File: src/design/dacr_map.svh
// Register offsets, field positions, reset values and frame counts of the config bank.
`ifndef DACR_MAP_SVH
`define DACR_MAP_SVH
// Register offsets on the serial address byte.
`define DACR_OFF_RST   8'h00
`define DACR_OFF_LOW   8'h20
`define DACR_OFF_REF   8'h3f
`define DACR_OFF_PDM   8'h40
`define DACR_OFF_OIF   8'h41
`define DACR_OFF_EDGE  8'h44
`define DACR_OFF_GNA   8'h55
`define DACR_OFF_FGA   8'h57
`define DACR_OFF_TPA   8'h62
`define DACR_OFF_PEDA  8'h63
`define DACR_OFF_OCB   8'h66
`define DACR_OFF_GNB   8'h68
`define DACR_OFF_FGB   8'h6a
`define DACR_OFF_TPB   8'h75
`define DACR_OFF_PEDB  8'h76
// Writable bits of each register; the rest always read as zero.
`define DACR_MSK_RST   8'h01
`define DACR_MSK_LOW   8'h04
`define DACR_MSK_REF   8'h62
`define DACR_MSK_PDM   8'h0f
`define DACR_MSK_OIF   8'h80
`define DACR_MSK_EDGE  8'hfc
`define DACR_MSK_GN    8'hff
`define DACR_MSK_FG    8'h7f
`define DACR_MSK_TP    8'h07
`define DACR_MSK_PED   8'h3f
`define DACR_MSK_OCB   8'h40
// Storage size and reset value of every register.
`define DACR_NREG      15
`define DACR_REG_RST   8'h00
// Field positions.
`define DACR_SWRST_BIT 7
`define DACR_RDOUT_BIT 0
`define DACR_LOWSP_BIT 2
`define DACR_STBY_BIT  1
`define DACR_LVDS_BIT  7
`define DACR_OCEN_BIT  6
// Power-down mode codes.
`define DACR_PD_PINS   4'h0
`define DACR_PD_NORM   4'h8
`define DACR_PD_BUFB   4'h9
`define DACR_PD_BUFA   4'ha
`define DACR_PD_BUFAB  4'hb
`define DACR_PD_GLOBAL 4'hc
`define DACR_PD_STBYB  4'hd
`define DACR_PD_STBYA  4'he
`define DACR_PD_MUX    4'hf
// Output clock edge codes and their shifts in units of one 26th of the sample period.
`define DACR_EDGE_DLY4 3'h5
`define DACR_EDGE_ADV7 3'h6
`define DACR_EDGE_ADV4 3'h7
`define DACR_SHIFT_P4  4'sh4
`define DACR_SHIFT_M7  (-4'sh7)
`define DACR_SHIFT_M4  (-4'sh4)
// Highest coarse gain code, in half-dB steps.
`define DACR_GAIN_MAX  4'hc
// Serial frame: address bits, then data bits.
`define DACR_ADDR_LAST 5'h07
`define DACR_DATA_LAST 5'h0f
`endif

File: src/design/dacr_pkg.sv
// Types and lookup functions shared by the config bank modules.
`default_nettype none
`include "dacr_map.svh"
package dacr_pkg;
  typedef logic [`DACR_NREG-1:0][7:0] dacr_regs_t;
  typedef struct packed {logic hit; logic [3:0] idx; logic [7:0] mask;} dacr_slot_t;
  typedef struct packed {
    logic [3:0] gainHalfDb; logic [3:0] timeConst; logic [6:0] fineGain;
    logic [2:0] testPat;    logic [5:0] pedestal;
  } dacr_chan_t;
  typedef struct packed {
    logic lowSpeed; logic [1:0] refSel; logic stbyA; logic stbyB;
    logic bufOffA; logic bufOffB; logic globalPd; logic muxMode; logic lvdsSel;
    logic signed [3:0] riseShift; logic signed [3:0] fallShift; logic offCorrEnB;
    dacr_chan_t chanA; dacr_chan_t chanB;
  } dacr_ctrl_t;
  typedef struct packed {logic serialEn_b; logic serialClk; logic serialData;
                         logic [2:0] powerPins;} dacr_pins_t;
  typedef struct packed {
    logic sclkPrev; logic reading; logic [4:0] bitCnt; logic [15:0] shiftIn;
    logic [7:0] shiftOut; logic serial_out_pin; dacr_regs_t regs; dacr_ctrl_t ctrl;
  } dacr_state_t;
  // Maps a serial address to its storage slot and writable mask.
  function automatic dacr_slot_t dacr_slot(input logic [7:0] addr);
    dacr_slot_t s;
    s = '{hit: 1'b0, idx: 4'h0, mask: 8'h00};
    case (addr)
      `DACR_OFF_RST:  s = '{1'b1, 4'h0, `DACR_MSK_RST};
      `DACR_OFF_LOW:  s = '{1'b1, 4'h1, `DACR_MSK_LOW};
      `DACR_OFF_REF:  s = '{1'b1, 4'h2, `DACR_MSK_REF};
      `DACR_OFF_PDM:  s = '{1'b1, 4'h3, `DACR_MSK_PDM};
      `DACR_OFF_OIF:  s = '{1'b1, 4'h4, `DACR_MSK_OIF};
      `DACR_OFF_EDGE: s = '{1'b1, 4'h5, `DACR_MSK_EDGE};
      `DACR_OFF_GNA:  s = '{1'b1, 4'h6, `DACR_MSK_GN};
      `DACR_OFF_FGA:  s = '{1'b1, 4'h7, `DACR_MSK_FG};
      `DACR_OFF_TPA:  s = '{1'b1, 4'h8, `DACR_MSK_TP};
      `DACR_OFF_PEDA: s = '{1'b1, 4'h9, `DACR_MSK_PED};
      `DACR_OFF_OCB:  s = '{1'b1, 4'ha, `DACR_MSK_OCB};
      `DACR_OFF_GNB:  s = '{1'b1, 4'hb, `DACR_MSK_GN};
      `DACR_OFF_FGB:  s = '{1'b1, 4'hc, `DACR_MSK_FG};
      `DACR_OFF_TPB:  s = '{1'b1, 4'hd, `DACR_MSK_TP};
      `DACR_OFF_PEDB: s = '{1'b1, 4'he, `DACR_MSK_PED};
      default:        s = '{1'b0, 4'h0, 8'h00};
    endcase
    return s;
  endfunction : dacr_slot
  // Storage index of a mapped register.
  function automatic logic [3:0] dacr_idx(input logic [7:0] addr);
    dacr_slot_t s;
    s = dacr_slot(addr);
    return s.idx;
  endfunction : dacr_idx
endpackage : dacr_pkg
`default_nettype wire

File: src/design/dacr_pin_sync.sv
// Two-flop synchroniser for the serial and power control pins.
`timescale 1ns/10ps
`default_nettype none
module dacr_pin_sync #(
  parameter int W = 6
) (
  input  wire logic         clk,
  input  wire logic         rst_b,
  input  wire logic [W-1:0] din,
  output logic      [W-1:0] dout
);
  typedef struct packed {logic [W-1:0] meta; logic [W-1:0] sync;} dacr_sync_t;
  dacr_sync_t st_r;   // Both stages; only the second stage is ever read.
  dacr_sync_t st_nxt; // Next value of both stages.
  // The first stage feeds the second stage and nothing else.
  always_comb begin
    st_nxt      = st_r;
    st_nxt.meta = din;
    st_nxt.sync = st_r.meta;
  end
  always_ff @(posedge clk or negedge rst_b) begin
    if (!rst_b) st_r <= '0;
    else st_r <= st_nxt;
  end
  assign dout = st_r.sync;
endmodule : dacr_pin_sync
`default_nettype wire

File: src/design/dacr_ctrl_decode.sv
// Decodes the stored register bytes into the converter control word.
`timescale 1ns/10ps
`default_nettype none
module dacr_ctrl_decode import dacr_pkg::*; (
  input  wire dacr_regs_t regs,
  input  wire logic [2:0] pinCode,
  output dacr_ctrl_t      ctrl
);
  logic [3:0] pdCode; // Effective power-down mode after the pin fallback.
  logic [7:0] edgeB;  // Copy of the edge position register.
  // Edge code to signed shift in 26ths of the sample period.
  function automatic logic signed [3:0] edgeShift(input logic [2:0] code);
    case (code)
      `DACR_EDGE_DLY4: return `DACR_SHIFT_P4;
      `DACR_EDGE_ADV7: return `DACR_SHIFT_M7;
      `DACR_EDGE_ADV4: return `DACR_SHIFT_M4;
      default:         return 4'sh0;
    endcase
  endfunction : edgeShift
  // Coarse gain code limited to the 0 to 6 dB range.
  function automatic logic [3:0] gainClamp(input logic [3:0] code);
    return (code > `DACR_GAIN_MAX) ? `DACR_GAIN_MAX : code;
  endfunction : gainClamp
  // Pure decode; the caller registers the result.
  always_comb begin
    ctrl          = '0;
    ctrl.lowSpeed = regs[dacr_idx(`DACR_OFF_LOW)][`DACR_LOWSP_BIT];
    ctrl.refSel   = regs[dacr_idx(`DACR_OFF_REF)][6:5];
    pdCode        = regs[dacr_idx(`DACR_OFF_PDM)][3:0];
    // A cleared field hands the mode to the three pins.
    if (pdCode == `DACR_PD_PINS) pdCode = {1'b1, pinCode};
    case (pdCode)
      `DACR_PD_BUFB:   ctrl.bufOffB = 1'b1;
      `DACR_PD_BUFA:   ctrl.bufOffA = 1'b1;
      `DACR_PD_BUFAB:  {ctrl.bufOffA, ctrl.bufOffB} = 2'b11;
      `DACR_PD_GLOBAL: ctrl.globalPd = 1'b1;
      `DACR_PD_STBYB:  ctrl.stbyB = 1'b1;
      `DACR_PD_STBYA:  ctrl.stbyA = 1'b1;
      default:         ctrl.globalPd = 1'b0;
    endcase
    // Standby keeps reference and buffers alive for a fast wake-up.
    if (regs[dacr_idx(`DACR_OFF_REF)][`DACR_STBY_BIT]) begin
      ctrl.stbyA = 1'b1;
      ctrl.stbyB = 1'b1;
    end
    ctrl.lvdsSel = regs[dacr_idx(`DACR_OFF_OIF)][`DACR_LVDS_BIT];
    // Multiplexing only exists on the parallel CMOS interface.
    ctrl.muxMode = (pdCode == `DACR_PD_MUX) && !ctrl.lvdsSel;
    edgeB          = regs[dacr_idx(`DACR_OFF_EDGE)];
    ctrl.riseShift = edgeShift(edgeB[7:5]);
    ctrl.fallShift = edgeShift(edgeB[4:2]);
    ctrl.offCorrEnB = regs[dacr_idx(`DACR_OFF_OCB)][`DACR_OCEN_BIT];
    ctrl.chanA.gainHalfDb = gainClamp(regs[dacr_idx(`DACR_OFF_GNA)][7:4]);
    ctrl.chanA.timeConst  = regs[dacr_idx(`DACR_OFF_GNA)][3:0];
    ctrl.chanA.fineGain   = regs[dacr_idx(`DACR_OFF_FGA)][6:0];
    ctrl.chanA.testPat    = regs[dacr_idx(`DACR_OFF_TPA)][2:0];
    ctrl.chanA.pedestal   = regs[dacr_idx(`DACR_OFF_PEDA)][5:0];
    ctrl.chanB.gainHalfDb = gainClamp(regs[dacr_idx(`DACR_OFF_GNB)][7:4]);
    ctrl.chanB.timeConst  = regs[dacr_idx(`DACR_OFF_GNB)][3:0];
    ctrl.chanB.fineGain   = regs[dacr_idx(`DACR_OFF_FGB)][6:0];
    ctrl.chanB.testPat    = regs[dacr_idx(`DACR_OFF_TPB)][2:0];
    ctrl.chanB.pedestal   = regs[dacr_idx(`DACR_OFF_PEDB)][5:0];
  end
endmodule : dacr_ctrl_decode
`default_nettype wire

File: src/design/dacr_regbank.sv
// Serial-programmed configuration register bank of the dual-channel converter.
//
// How it works
// - Reset bit restores all registers, self-clears.
// - Readback off: serial output driven low.
// - Readback on: serial output shifts register data.
// - Reference field picks internal or external source.
// - Standby idles both channels, keeps reference, buffers.
// - Zero power-down field defers to three pins.
// - Power-down codes select normal or buffer disables.
// - Power-down codes select global or channel standby.
// - Code 1111 multiplexes channels, CMOS only.
// - Interface bit chooses CMOS or DDR LVDS.
// - Upper edge field shifts one clock edge.
// - Lower edge field shifts the other edge.
// - One write updates all fields of a register.
// - Coarse gain spans 0 to 6 dB.
// - Edge shifts scale with the sample period.
`timescale 1ns/10ps
`default_nettype none
module dacr_regbank import dacr_pkg::*; (
  input  wire logic clk,
  input  wire logic rst_b,
  input  wire logic serialEn_b,
  input  wire logic serialClk,
  input  wire logic serialDataIn,
  input  wire logic powerPinOne,
  input  wire logic powerPinTwo,
  input  wire logic powerPinThree,
  output logic      serialOutPin,
  output dacr_ctrl_t ctrl
);

  // ------------------------------------------------------------------
  // Pin synchronisation
  // ------------------------------------------------------------------

  dacr_pins_t pinsRaw;  // Pins as they arrive, in another timing domain.
  dacr_pins_t pinsSync; // Pins after two flip-flops.

  // All pins are asynchronous to clk, so none is read before two flops.
  assign pinsRaw = '{serialEn_b: serialEn_b, serialClk: serialClk,
                     serialData: serialDataIn,
                     powerPins: {powerPinThree, powerPinTwo, powerPinOne}};

  dacr_pin_sync #(
    .W ($bits(dacr_pins_t))
  ) u_sync (
    .clk   (clk),
    .rst_b (rst_b),
    .din   (pinsRaw),
    .dout  (pinsSync)
  );

  // ------------------------------------------------------------------
  // Control decode
  // ------------------------------------------------------------------

  dacr_state_t st_r;    // State of the bank apart from the pin synchroniser flops.
  dacr_state_t st_nxt;  // Next value of the state.
  dacr_ctrl_t  ctrlDec; // Control word decoded from the stored bytes.

  // The decoded word is registered so every output leaves a flip-flop.
  dacr_ctrl_decode u_dec (
    .regs    (st_r.regs),
    .pinCode (pinsSync.powerPins),
    .ctrl    (ctrlDec)
  );

  // ------------------------------------------------------------------
  // Serial frame engine
  // ------------------------------------------------------------------

  logic       sclkRise; // Synchronised serial clock rose this cycle.
  logic       sclkFall; // Synchronised serial clock fell this cycle.
  logic       wrStb;    // A complete write frame is committed this cycle.
  logic [7:0] wrAddr;   // Address of the committed write.
  logic [7:0] wrData;   // Data byte of the committed write.
  logic       rdLoad;   // A read address has just completed.
  logic [7:0] rdAddr;   // Address of the read being started.
  logic [3:0] rdIdx;    // Storage index of the read address.
  dacr_slot_t wrSlot;   // Slot of the write address.
  dacr_slot_t rdSlot;   // Slot of the read address.

  // Frames are sixteen bits, address first, most significant bit first,
  // sampled on rising serial clock edges while the enable is low.
  // Edges are seen a few clk cycles late, so the serial clock must run
  // well below a quarter of clk; that is the price of sampling in clk.
  always_comb begin
    st_nxt          = st_r;
    sclkRise        = pinsSync.serialClk && !st_r.sclkPrev;
    sclkFall        = !pinsSync.serialClk && st_r.sclkPrev;
    st_nxt.sclkPrev = pinsSync.serialClk;
    wrAddr          = st_r.shiftIn[14:7];
    wrData          = {st_r.shiftIn[6:0], pinsSync.serialData};
    rdAddr          = {st_r.shiftIn[6:0], pinsSync.serialData};
    wrSlot          = dacr_slot(wrAddr);
    rdSlot          = dacr_slot(rdAddr);
    rdIdx           = rdSlot.idx;
    wrStb           = 1'b0;
    rdLoad          = 1'b0;

    if (pinsSync.serialEn_b) begin
      // An idle or aborted frame restarts from the first bit.
      st_nxt.bitCnt  = 5'h00;
      st_nxt.reading = 1'b0;
    end else if (sclkRise && st_r.bitCnt <= `DACR_DATA_LAST) begin
      st_nxt.shiftIn = {st_r.shiftIn[14:0], pinsSync.serialData};
      st_nxt.bitCnt  = 5'(st_r.bitCnt + 5'h01);
      // Address complete: with readback on, a nonzero address is a read.
      if (st_r.bitCnt == `DACR_ADDR_LAST &&
          st_r.regs[0][`DACR_RDOUT_BIT] && rdAddr != `DACR_OFF_RST) begin
        rdLoad          = 1'b1;
        st_nxt.reading  = 1'b1;
        // Unmapped addresses read back as zero.
        st_nxt.shiftOut = rdSlot.hit ? st_r.regs[rdIdx] : `DACR_REG_RST;
        st_nxt.serial_out_pin    = st_nxt.shiftOut[7];
      end
      // The last data bit commits a write frame.
      if (st_r.bitCnt == `DACR_DATA_LAST && !st_r.reading) begin
        wrStb = 1'b1;
      end
    end

    // Later read bits change on falling edges, ready for the next rise.
    if (!pinsSync.serialEn_b && sclkFall && st_r.reading &&
        st_r.bitCnt > 5'(`DACR_ADDR_LAST + 5'h01) && st_r.bitCnt <= `DACR_DATA_LAST) begin
      st_nxt.shiftOut = {st_r.shiftOut[6:0], 1'b0};
      st_nxt.serial_out_pin    = st_r.shiftOut[6];
    end

    // Whole byte lands at once; unmapped addresses are ignored.
    if (wrStb && wrSlot.hit) begin
      st_nxt.regs[wrSlot.idx] = wrData & wrSlot.mask;
    end
    // The reset bit is never stored, so it reads back cleared.
    if (wrStb && wrAddr == `DACR_OFF_RST && wrData[`DACR_SWRST_BIT]) begin
      st_nxt.regs = {`DACR_NREG{`DACR_REG_RST}};
    end

    // With readback off the pin is held low rather than released.
    if (!st_nxt.regs[0][`DACR_RDOUT_BIT]) begin
      st_nxt.serial_out_pin = 1'b0;
    end

    st_nxt.ctrl = ctrlDec;
  end

  // ------------------------------------------------------------------
  // State register
  // ------------------------------------------------------------------

  // All registers start from their reset values.
  always_ff @(posedge clk or negedge rst_b) begin
    if (!rst_b) begin
      st_r <= '0;
    end else begin
      st_r <= st_nxt;
    end
  end

  // Outputs come straight from the state flip-flops.
  assign serialOutPin = st_r.serial_out_pin;
  assign ctrl         = st_r.ctrl;
endmodule : dacr_regbank
`default_nettype wire

File: config.mk
export PLATFORM = sky130hd
export DESIGN_NAME = dacr_regbank
export DESIGN_NICKNAME = d
export VERILOG_FILES = /design/src/design/dacr_pkg.sv /design/src/design/dacr_pin_sync.sv /design/src/design/dacr_ctrl_decode.sv /design/src/design/dacr_regbank.sv
export VERILOG_INCLUDE_DIRS = /design/src /design/src/design
export SDC_FILE = /design/constraint.sdc
export NUM_CORES = 1
export LEC_CHECK = 0
export ABC_AREA = 1
export BUFFER_PORTS_ARGS = -buffer_cell sky130_fd_sc_hd__buf_2
export CAP_MARGIN = 20
export CORE_UTILIZATION = 60
export DETAILED_ROUTE_END_ITERATION = 10
export PLACE_DENSITY = 0.87
export SYNTH_ARGS = -nofsm -noshare
export SYNTH_HDL_FRONTEND = slang
export SYNTH_SLANG_ARGS = --single-unit
File: constraint.sdc
create_clock -name clk -period 3.01 [get_ports clk]
set_input_delay 0.903 -clock clk [delete_from_list [all_inputs] [get_ports clk]]
set_output_delay 0.903 -clock clk [all_outputs]
set_load 0.005 [all_outputs]
### After elaboration in Yosys (flattened, before gate mapping)

Cells that the tools add are included.

| word-level totals | value |
|---|---|
| register bits after elaboration | 230 |
| memories kept | 0 |
| logic and storage cells | 169 |
| output and inout port bits | 68 |
| bits in latches | 0 |
| memory bits (read-only) | 0 |
| RAM bits | 0 |
| input bits | 8 |

| operators by class | value |
|---|---|
| add/subtract/negate cells | 1 |
| bitwise operators | 2 |
| equal/unequal tests | 47 |
| shifts and indexed selects | 0 |
| reductions and logical operators | 35 |
| divide/modulo/power cells | 0 |
| multiply operators | 0 |
| magnitude comparators | 7 |
| muxes and demuxes | 31 |

Operators with widths:

| cell | count |
|---|---|
| 13-bit one-hot mux with 15 select lines | 2 |
| 120-bit two-way mux | 2 |
| 8-bit by 7-bit == test with 1-bit output (second input constant) | 24 |
| 120-bit bitwise mux | 1 |
| 8-bit two-way mux | 5 |
| 8-bit binary-select mux with 4-bit select | 1 |
| 8-bit demux with 4-bit select | 1 |
| 8-bit by 6-bit == test with 1-bit output (second input constant) | 4 |
| 31-bit two-way mux | 1 |
| 4-bit == test (second input constant) | 7 |
| 4-bit one-hot mux with 3 select lines | 2 |
| 3-bit == test (second input constant) | 6 |
| 8-bit logical NOT | 2 |
| 1-bit logical AND | 15 |
| 4-bit two-way mux | 3 |
| 4-bit by 5-bit less-than comparator with 1-bit output (second input constant) | 2 |
| 1-bit two-way mux | 10 |
| 2-bit nonzero test | 5 |
| 9-bit two-way mux | 1 |
| 8-bit bitwise AND | 1 |
| 4-bit > comparator (second input constant) | 2 |
| 8-bit nonzero test | 1 |
| 6-bit two-way mux | 1 |
| 3-bit by 1-bit != test with 1-bit output (second input constant) | 2 |
| other kinds (15) | 22 |

### Depth between registers and ports, before layout

| logic depth | value |
|---|---|
| word-level depth | 11 |
| depth in mapped cells | 16 |
| gate-level depth less buffers | 16 |

### Cells and area by module

Synthesis repeated with hierarchy kept, for this count alone.

| second synthesis, totals | value |
|---|---|
| cell total of the unflattened synthesis | 1233 |
| area, all modules | 10712.8 um2 |

Modules (own cells, without submodules):

| module | area an instance (um2) | cells each | seq. area each (um2) | instances |
|---|---|---|---|---|
| dacr_regbank | 9816.9 | 1124 | 5430.2 | 1 |
| dacr_ctrl_decode | 595.6 | 97 | 0.0 | 1 |
| dacr_pin_sync | 300.3 | 12 | 300.3 | 1 |

### Worst setup path before layout

OpenSTA, ideal clock, no wires.

| timing path | value |
|---|---|
| path type | register to register |
| start point | register st_r[212] (netlist name) |
| end point | register st_r[122] (netlist name) |
| clock period less this slack | 2167 ps |
| data arrival time | 2050 ps |
| buffers on the path | 1 |
| path slack | 843 ps |
| data required time | 2893 ps |
| setup time | 117 ps |
| cell stages (with the launch flop) | 16 |
| path through | dfrtp_1 ha_1 nand2_1 nor2_1 ha_1 o21bai_2 nand2_2 nor2_4 nand3_2 inv_2 nand3_4 buf_2 nand2_2 inv_2 nand2_1 nand2_1 |

| on the way | value |
|---|---|
| cells in the longest elaborated chain, start to end | 8 |
| elaborated cells between the ends (all ways) | 12 |
| those cells by class | order compare (1); eq/ne (1); mux (4); reduce/logical (6) |

Ends and longest elaborated chain:

| what | RTL line | text |
|---|---|---|
| start, declared | dacr_regbank.sv:59 | `dacr_state_t st_r;` |
| start signal, assigned | dacr_regbank.sv:158 | `st_r <= st_nxt;` |
| parallel branches: the longest is 3 deep, another holds 5-bit by 4-bit less-or-equal comparator with 1-bit output | - |  |
| 1-bit two-way mux * | dacr_regbank.sv:107 | `` end else if (sclkRise && st_r.bitCnt <= `DACR_DATA_LAST) begin `` |
| 1-bit two-way mux * | dacr_regbank.sv:103 | `if (pinsSync.serialEn_b) begin` |
| 1-bit logical AND (no line) | - |  |
| 1-bit logical AND | dacr_regbank.sv:137 | `` if (wrStb && wrAddr == `DACR_OFF_RST && wrData[`DACR_SWRST_BIT]) begin `` |
| 120-bit two-way mux or 2-bit nonzero test (tied branches) | - |  |

Every way passes the cells marked *.
A chain may end at the register's enable or synchronous reset.

### Worst setup path in the final report

| timing path | value |
|---|---|
| start point | register st_r[213] (netlist name) |
| end point | register st_r[192] (netlist name) |

| on the way | value |
|---|---|
| cells in the longest elaborated chain, start to end | 5 |
| elaborated cells between the ends (all ways) | 13 |
| those cells by class | order compare (2); eq/ne (2); mux (1); reduce/logical (8) |

Ends and longest elaborated chain:

| what | RTL line |
|---|---|
| 5-bit by 4-bit > comparator with 1-bit output or 5-bit by 3-bit == test with 1-bit output (tied branches) | - |
| 1-bit logical AND (on tied branches) | dacr_regbank.sv:126, dacr_regbank.sv:111 |
| 1-bit logical AND (no line) | - |
| 2-bit != test (no line) or 2-bit nonzero test (tied branches) | - |
| 3-bit AND reduction (no line) | - |

Parallel ways exist; a longest one is shown, timed or not.

==> flow_summary.yaml <==
hold_path:
  hold_path.class: "input port to asynchronous set/reset pin"
timing:
  tns_ns: 0
  clock.fmax_mhz: 370
  setup_viol: 0
  whs_ns: 0.344
  period_share_pct: 89.8
  rsz0062_at_grt: "false"
  maxSlewHeadroom_pct: 62.1
  fin_skew_ns: 0.0128
  tightest_slew_ns: 0.569
  finalHoldViolations: 0
  period_needed_ns: 2.70
  maxSlewViolCount: 0
worst_setup_path:
  cp-end-kind: "flip-flop"
  cp_max_fo: 31
  cp.arrival_ns: 3.17
  critPathLaunchType: "flip-flop"
  critPathKind: "flip-flop to flip-flop"
  cp.required_ns: 3.48
clock_tree:
  cts_buffers: 23
  cts_setup_buffers: 0
  cts_hold_buf: 0
  clock_latency_ns: 0.53
  cts_sinks: 227
  cts_tree: "yes"
  cts_resized: 0
  cts-root-buf: "clkbuf_16"
  clk_pin_slew_worst_paths_ns: 0.06
  htreeDepth: 1
  cts_buffer_depth: 3
cells_and_area:
  multiInputGateArea_mm2: 0.00341
  n_antenna_cell: 0
  drive_gt1_share_pct: 15.0
  area_growth_pct: 9.14
  fill_cells: 1300
  final-seq-area_mm2: 0.00568
  nNetsFinal: 1249
power_and_ir_drop:
  leakage_nw: 5.96
  power_frac_clock_pct: 43.6
  intPower_w: 0.00490
  p_comb_share_pct: 8.4
  p_switching_w: 0.00165
  p_seq_share_pct: 48.0
  swShare_pct: 25.2
  power_density_mw_per_mm2: 578
  peakVddDrop_uv: 461
floorplan:
  ioPinCount: 76
  dieArea_mm2: 0.0178
  fp-row-count: 47
  core_area_mm2: 0.0168
  die_w_um: 134
  die_h_um: 134
  start_util_pct: 62.0
synth:
  synth_xor_area_share_pct: 0.0843
  synth-seq-cells: 227
  synth_top_family_by_area: "simple AND/OR/NAND/NOR gates"
  async_flop_share_pct: 100
  yosysMostFrequentCell: "nand2_1"
  synthAdderAreaFrac_pct: 0.361
  syn-instance-count: 1216
  yosysTopAreaCellShare_pct: 54.7
  post-synth-top-area-cell: "dfrtp_1"
  avgSynthCellArea_um2: 8.55
  synth.mux.area_fraction_pct: 0
  synth-edff-count: 0
  synth.area.top_cells: "dfrtp_1 (55%), nand2_1 (10%), inv_1 (5.6%), nand3_1 (5.3%), buf_4 (4.9%)"
  synthSimpleGateAreaFrac_pct: 23.9
  synthTopCellsByCount: "nand2_1 (277), dfrtp_1 (227), inv_1 (154)"
  synth_compound_area_share_pct: 8.45
  ys_seq_area_share_pct: 54.7
  ys.flop_type: "dfrtp_1"
  ys_warn_count: 0
  netlist_area_mm2: 0.0104
  yosysUniqueCellTypes: 40
run_status:
  status: "finished clean"
global_route:
  grt_first_pass_wirelength_um: 41700
  grt_max_degree: 72
  track_usage_pct: 30.1
  grt_pass1_vias: 8123
  antenna_found_initial: 0
  grt-ovfl-total: 0
route:
  firstDrtPassIters: 6
  drcViolationCount: 0
  drt_iter0_markers: 774
  wl_per_cell_um: 17.5
  vias: 8349
  antenna_left: 0
  routed_via_density: 5.67
  drt-total-wl_um: 25800
job:
  drv_cap: 0
placed_design:
  port_buffers: 73
  gp_congestion: 0.931
  place_hpwl_um: 18000
## worst max-delay path: stages, from the launching register on
cell and delay [ns]:
dfrtp_1 0.37, ha_1 0.17, nand2_1 0.07, nor2_1 0.10, ha_1 0.18, o21bai_2 0.16, nand2_2 0.15, nor2_4 0.12
buf_4 0.27, inv_1 0.14, nor2_1 0.10, inv_1 0.06, nand2_2 0.11, inv_1 0.12, nor3_4 0.29, nand3_1 0.15
nand2_1 0.08
## stage by stage
step           instances  instance area, um2  setup slack [ns]  util (%)  total power [W]
3_3_place_gp        1433               10600             0.438      63.2          0.00373
6_report            1473               11300             0.307      67.7          0.00655
3_5_place_dp        1433               10600             0.302      63.2          0.00373
2_1_floorplan       1217               10400             0.843         -          0.00355
5_1_grt             1473               11300            0.0398      67.7          0.00675
4_1_cts             1473               11300             0.324      67.7          0.00657
## area by class of cell
| cell class | instances | share of cell area (%) |
|---|---|---|
| sequential | 227 | 50.1 |
| multi-input combinational | 723 | 30.1 |
| inverter | 169 | 5.59 |
| clock buffer | 30 | 5.57 |
| timing repair buffer | 94 | 5.14 |
| tap | 220 | 2.43 |
| clock inverter | 10 | 1.07 |
## sequential cells by signal (all words and copies together), names as in the netlist
| register | count |
|---|---|
| u_sync.st_nxt | 6 |
| u_sync.dout | 6 |
| st_r | 142 |
| rdAddr | 7 |
| serialOutPin | 1 |
| ctrl | 65 |
## power by group through the flow
stage | clock, W | sequential, W | combinational [W]
floorplan | 0 | 0.00318 | 0.000363
global placement | 0 | 0.00319 | 0.000534
detailed placement | 0 | 0.00320 | 0.000536
CTS | 0.00289 | 0.00314 | 0.000542
global route | 0.00299 | 0.00315 | 0.000614
finish | 0.00286 | 0.00314 | 0.000551
## layout by cell type, fill, tap and decap left out, types with 5 or more instances in the layout
| master | instances |
|---|---|
| nand2_1 | 277 |
| buf_4 | 17 |
| buf_2 | 72 |
| nor3_1 | 10 |
| nand3_1 | 110 |
| dfrtp_1 | 227 |
| nor2_1 | 109 |
| o22ai_1 | 6 |
| nand4_1 | 12 |
| clkinv_2 | 5 |
| o21ai_1 | 17 |
| inv_1 | 154 |
| o21ai_0 | 75 |
| nand2_2 | 13 |
| clkbuf_16 | 23 |
| nor2_2 | 11 |
| o211ai_1 | 15 |
| a21oi_1 | 31 |
| inv_2 | 14 |
## kinds of logic (layout without fill, tap and decap cells)
group	count (synthesis)	in the layout
xor+xnor	1	1
simple gates	559	559
buf+inv	267	303
fa+ha+maj	3	3
compound gates	158	158
flops	227	227
other cells	1	2
## layer usage
metal  up-vias  GRT usage (%)  part of all wire, %
met3       126           5.78                  9.3
met4         0           16.2                  6.3
met1      3927           39.7                   39
met5         -              0                    0
met2       482           47.4                   46
li1       3814              -                    -
## final timing paths
kind / depth (start not counted) / end / slack, ns / start
max in group asynchronous: 2 / st_r[190] / 1.96 / rst_b
worst min-delay path: 1 / u_sync.st_nxt[1] / 0.34 / rst_b
min in group clk: 0 / u_sync.dout[1] / 0.35 / u_sync.st_nxt[1]
worst max-delay path: 16 / st_r[192] / 0.31 / st_r[213]
worst min register to register: 0 / u_sync.dout[1] / 0.35 / u_sync.st_nxt[1]
worst max register to register: 16 / st_r[192] / 0.31 / st_r[213]
No activity file was read; power rests on OpenSTA's default activity.
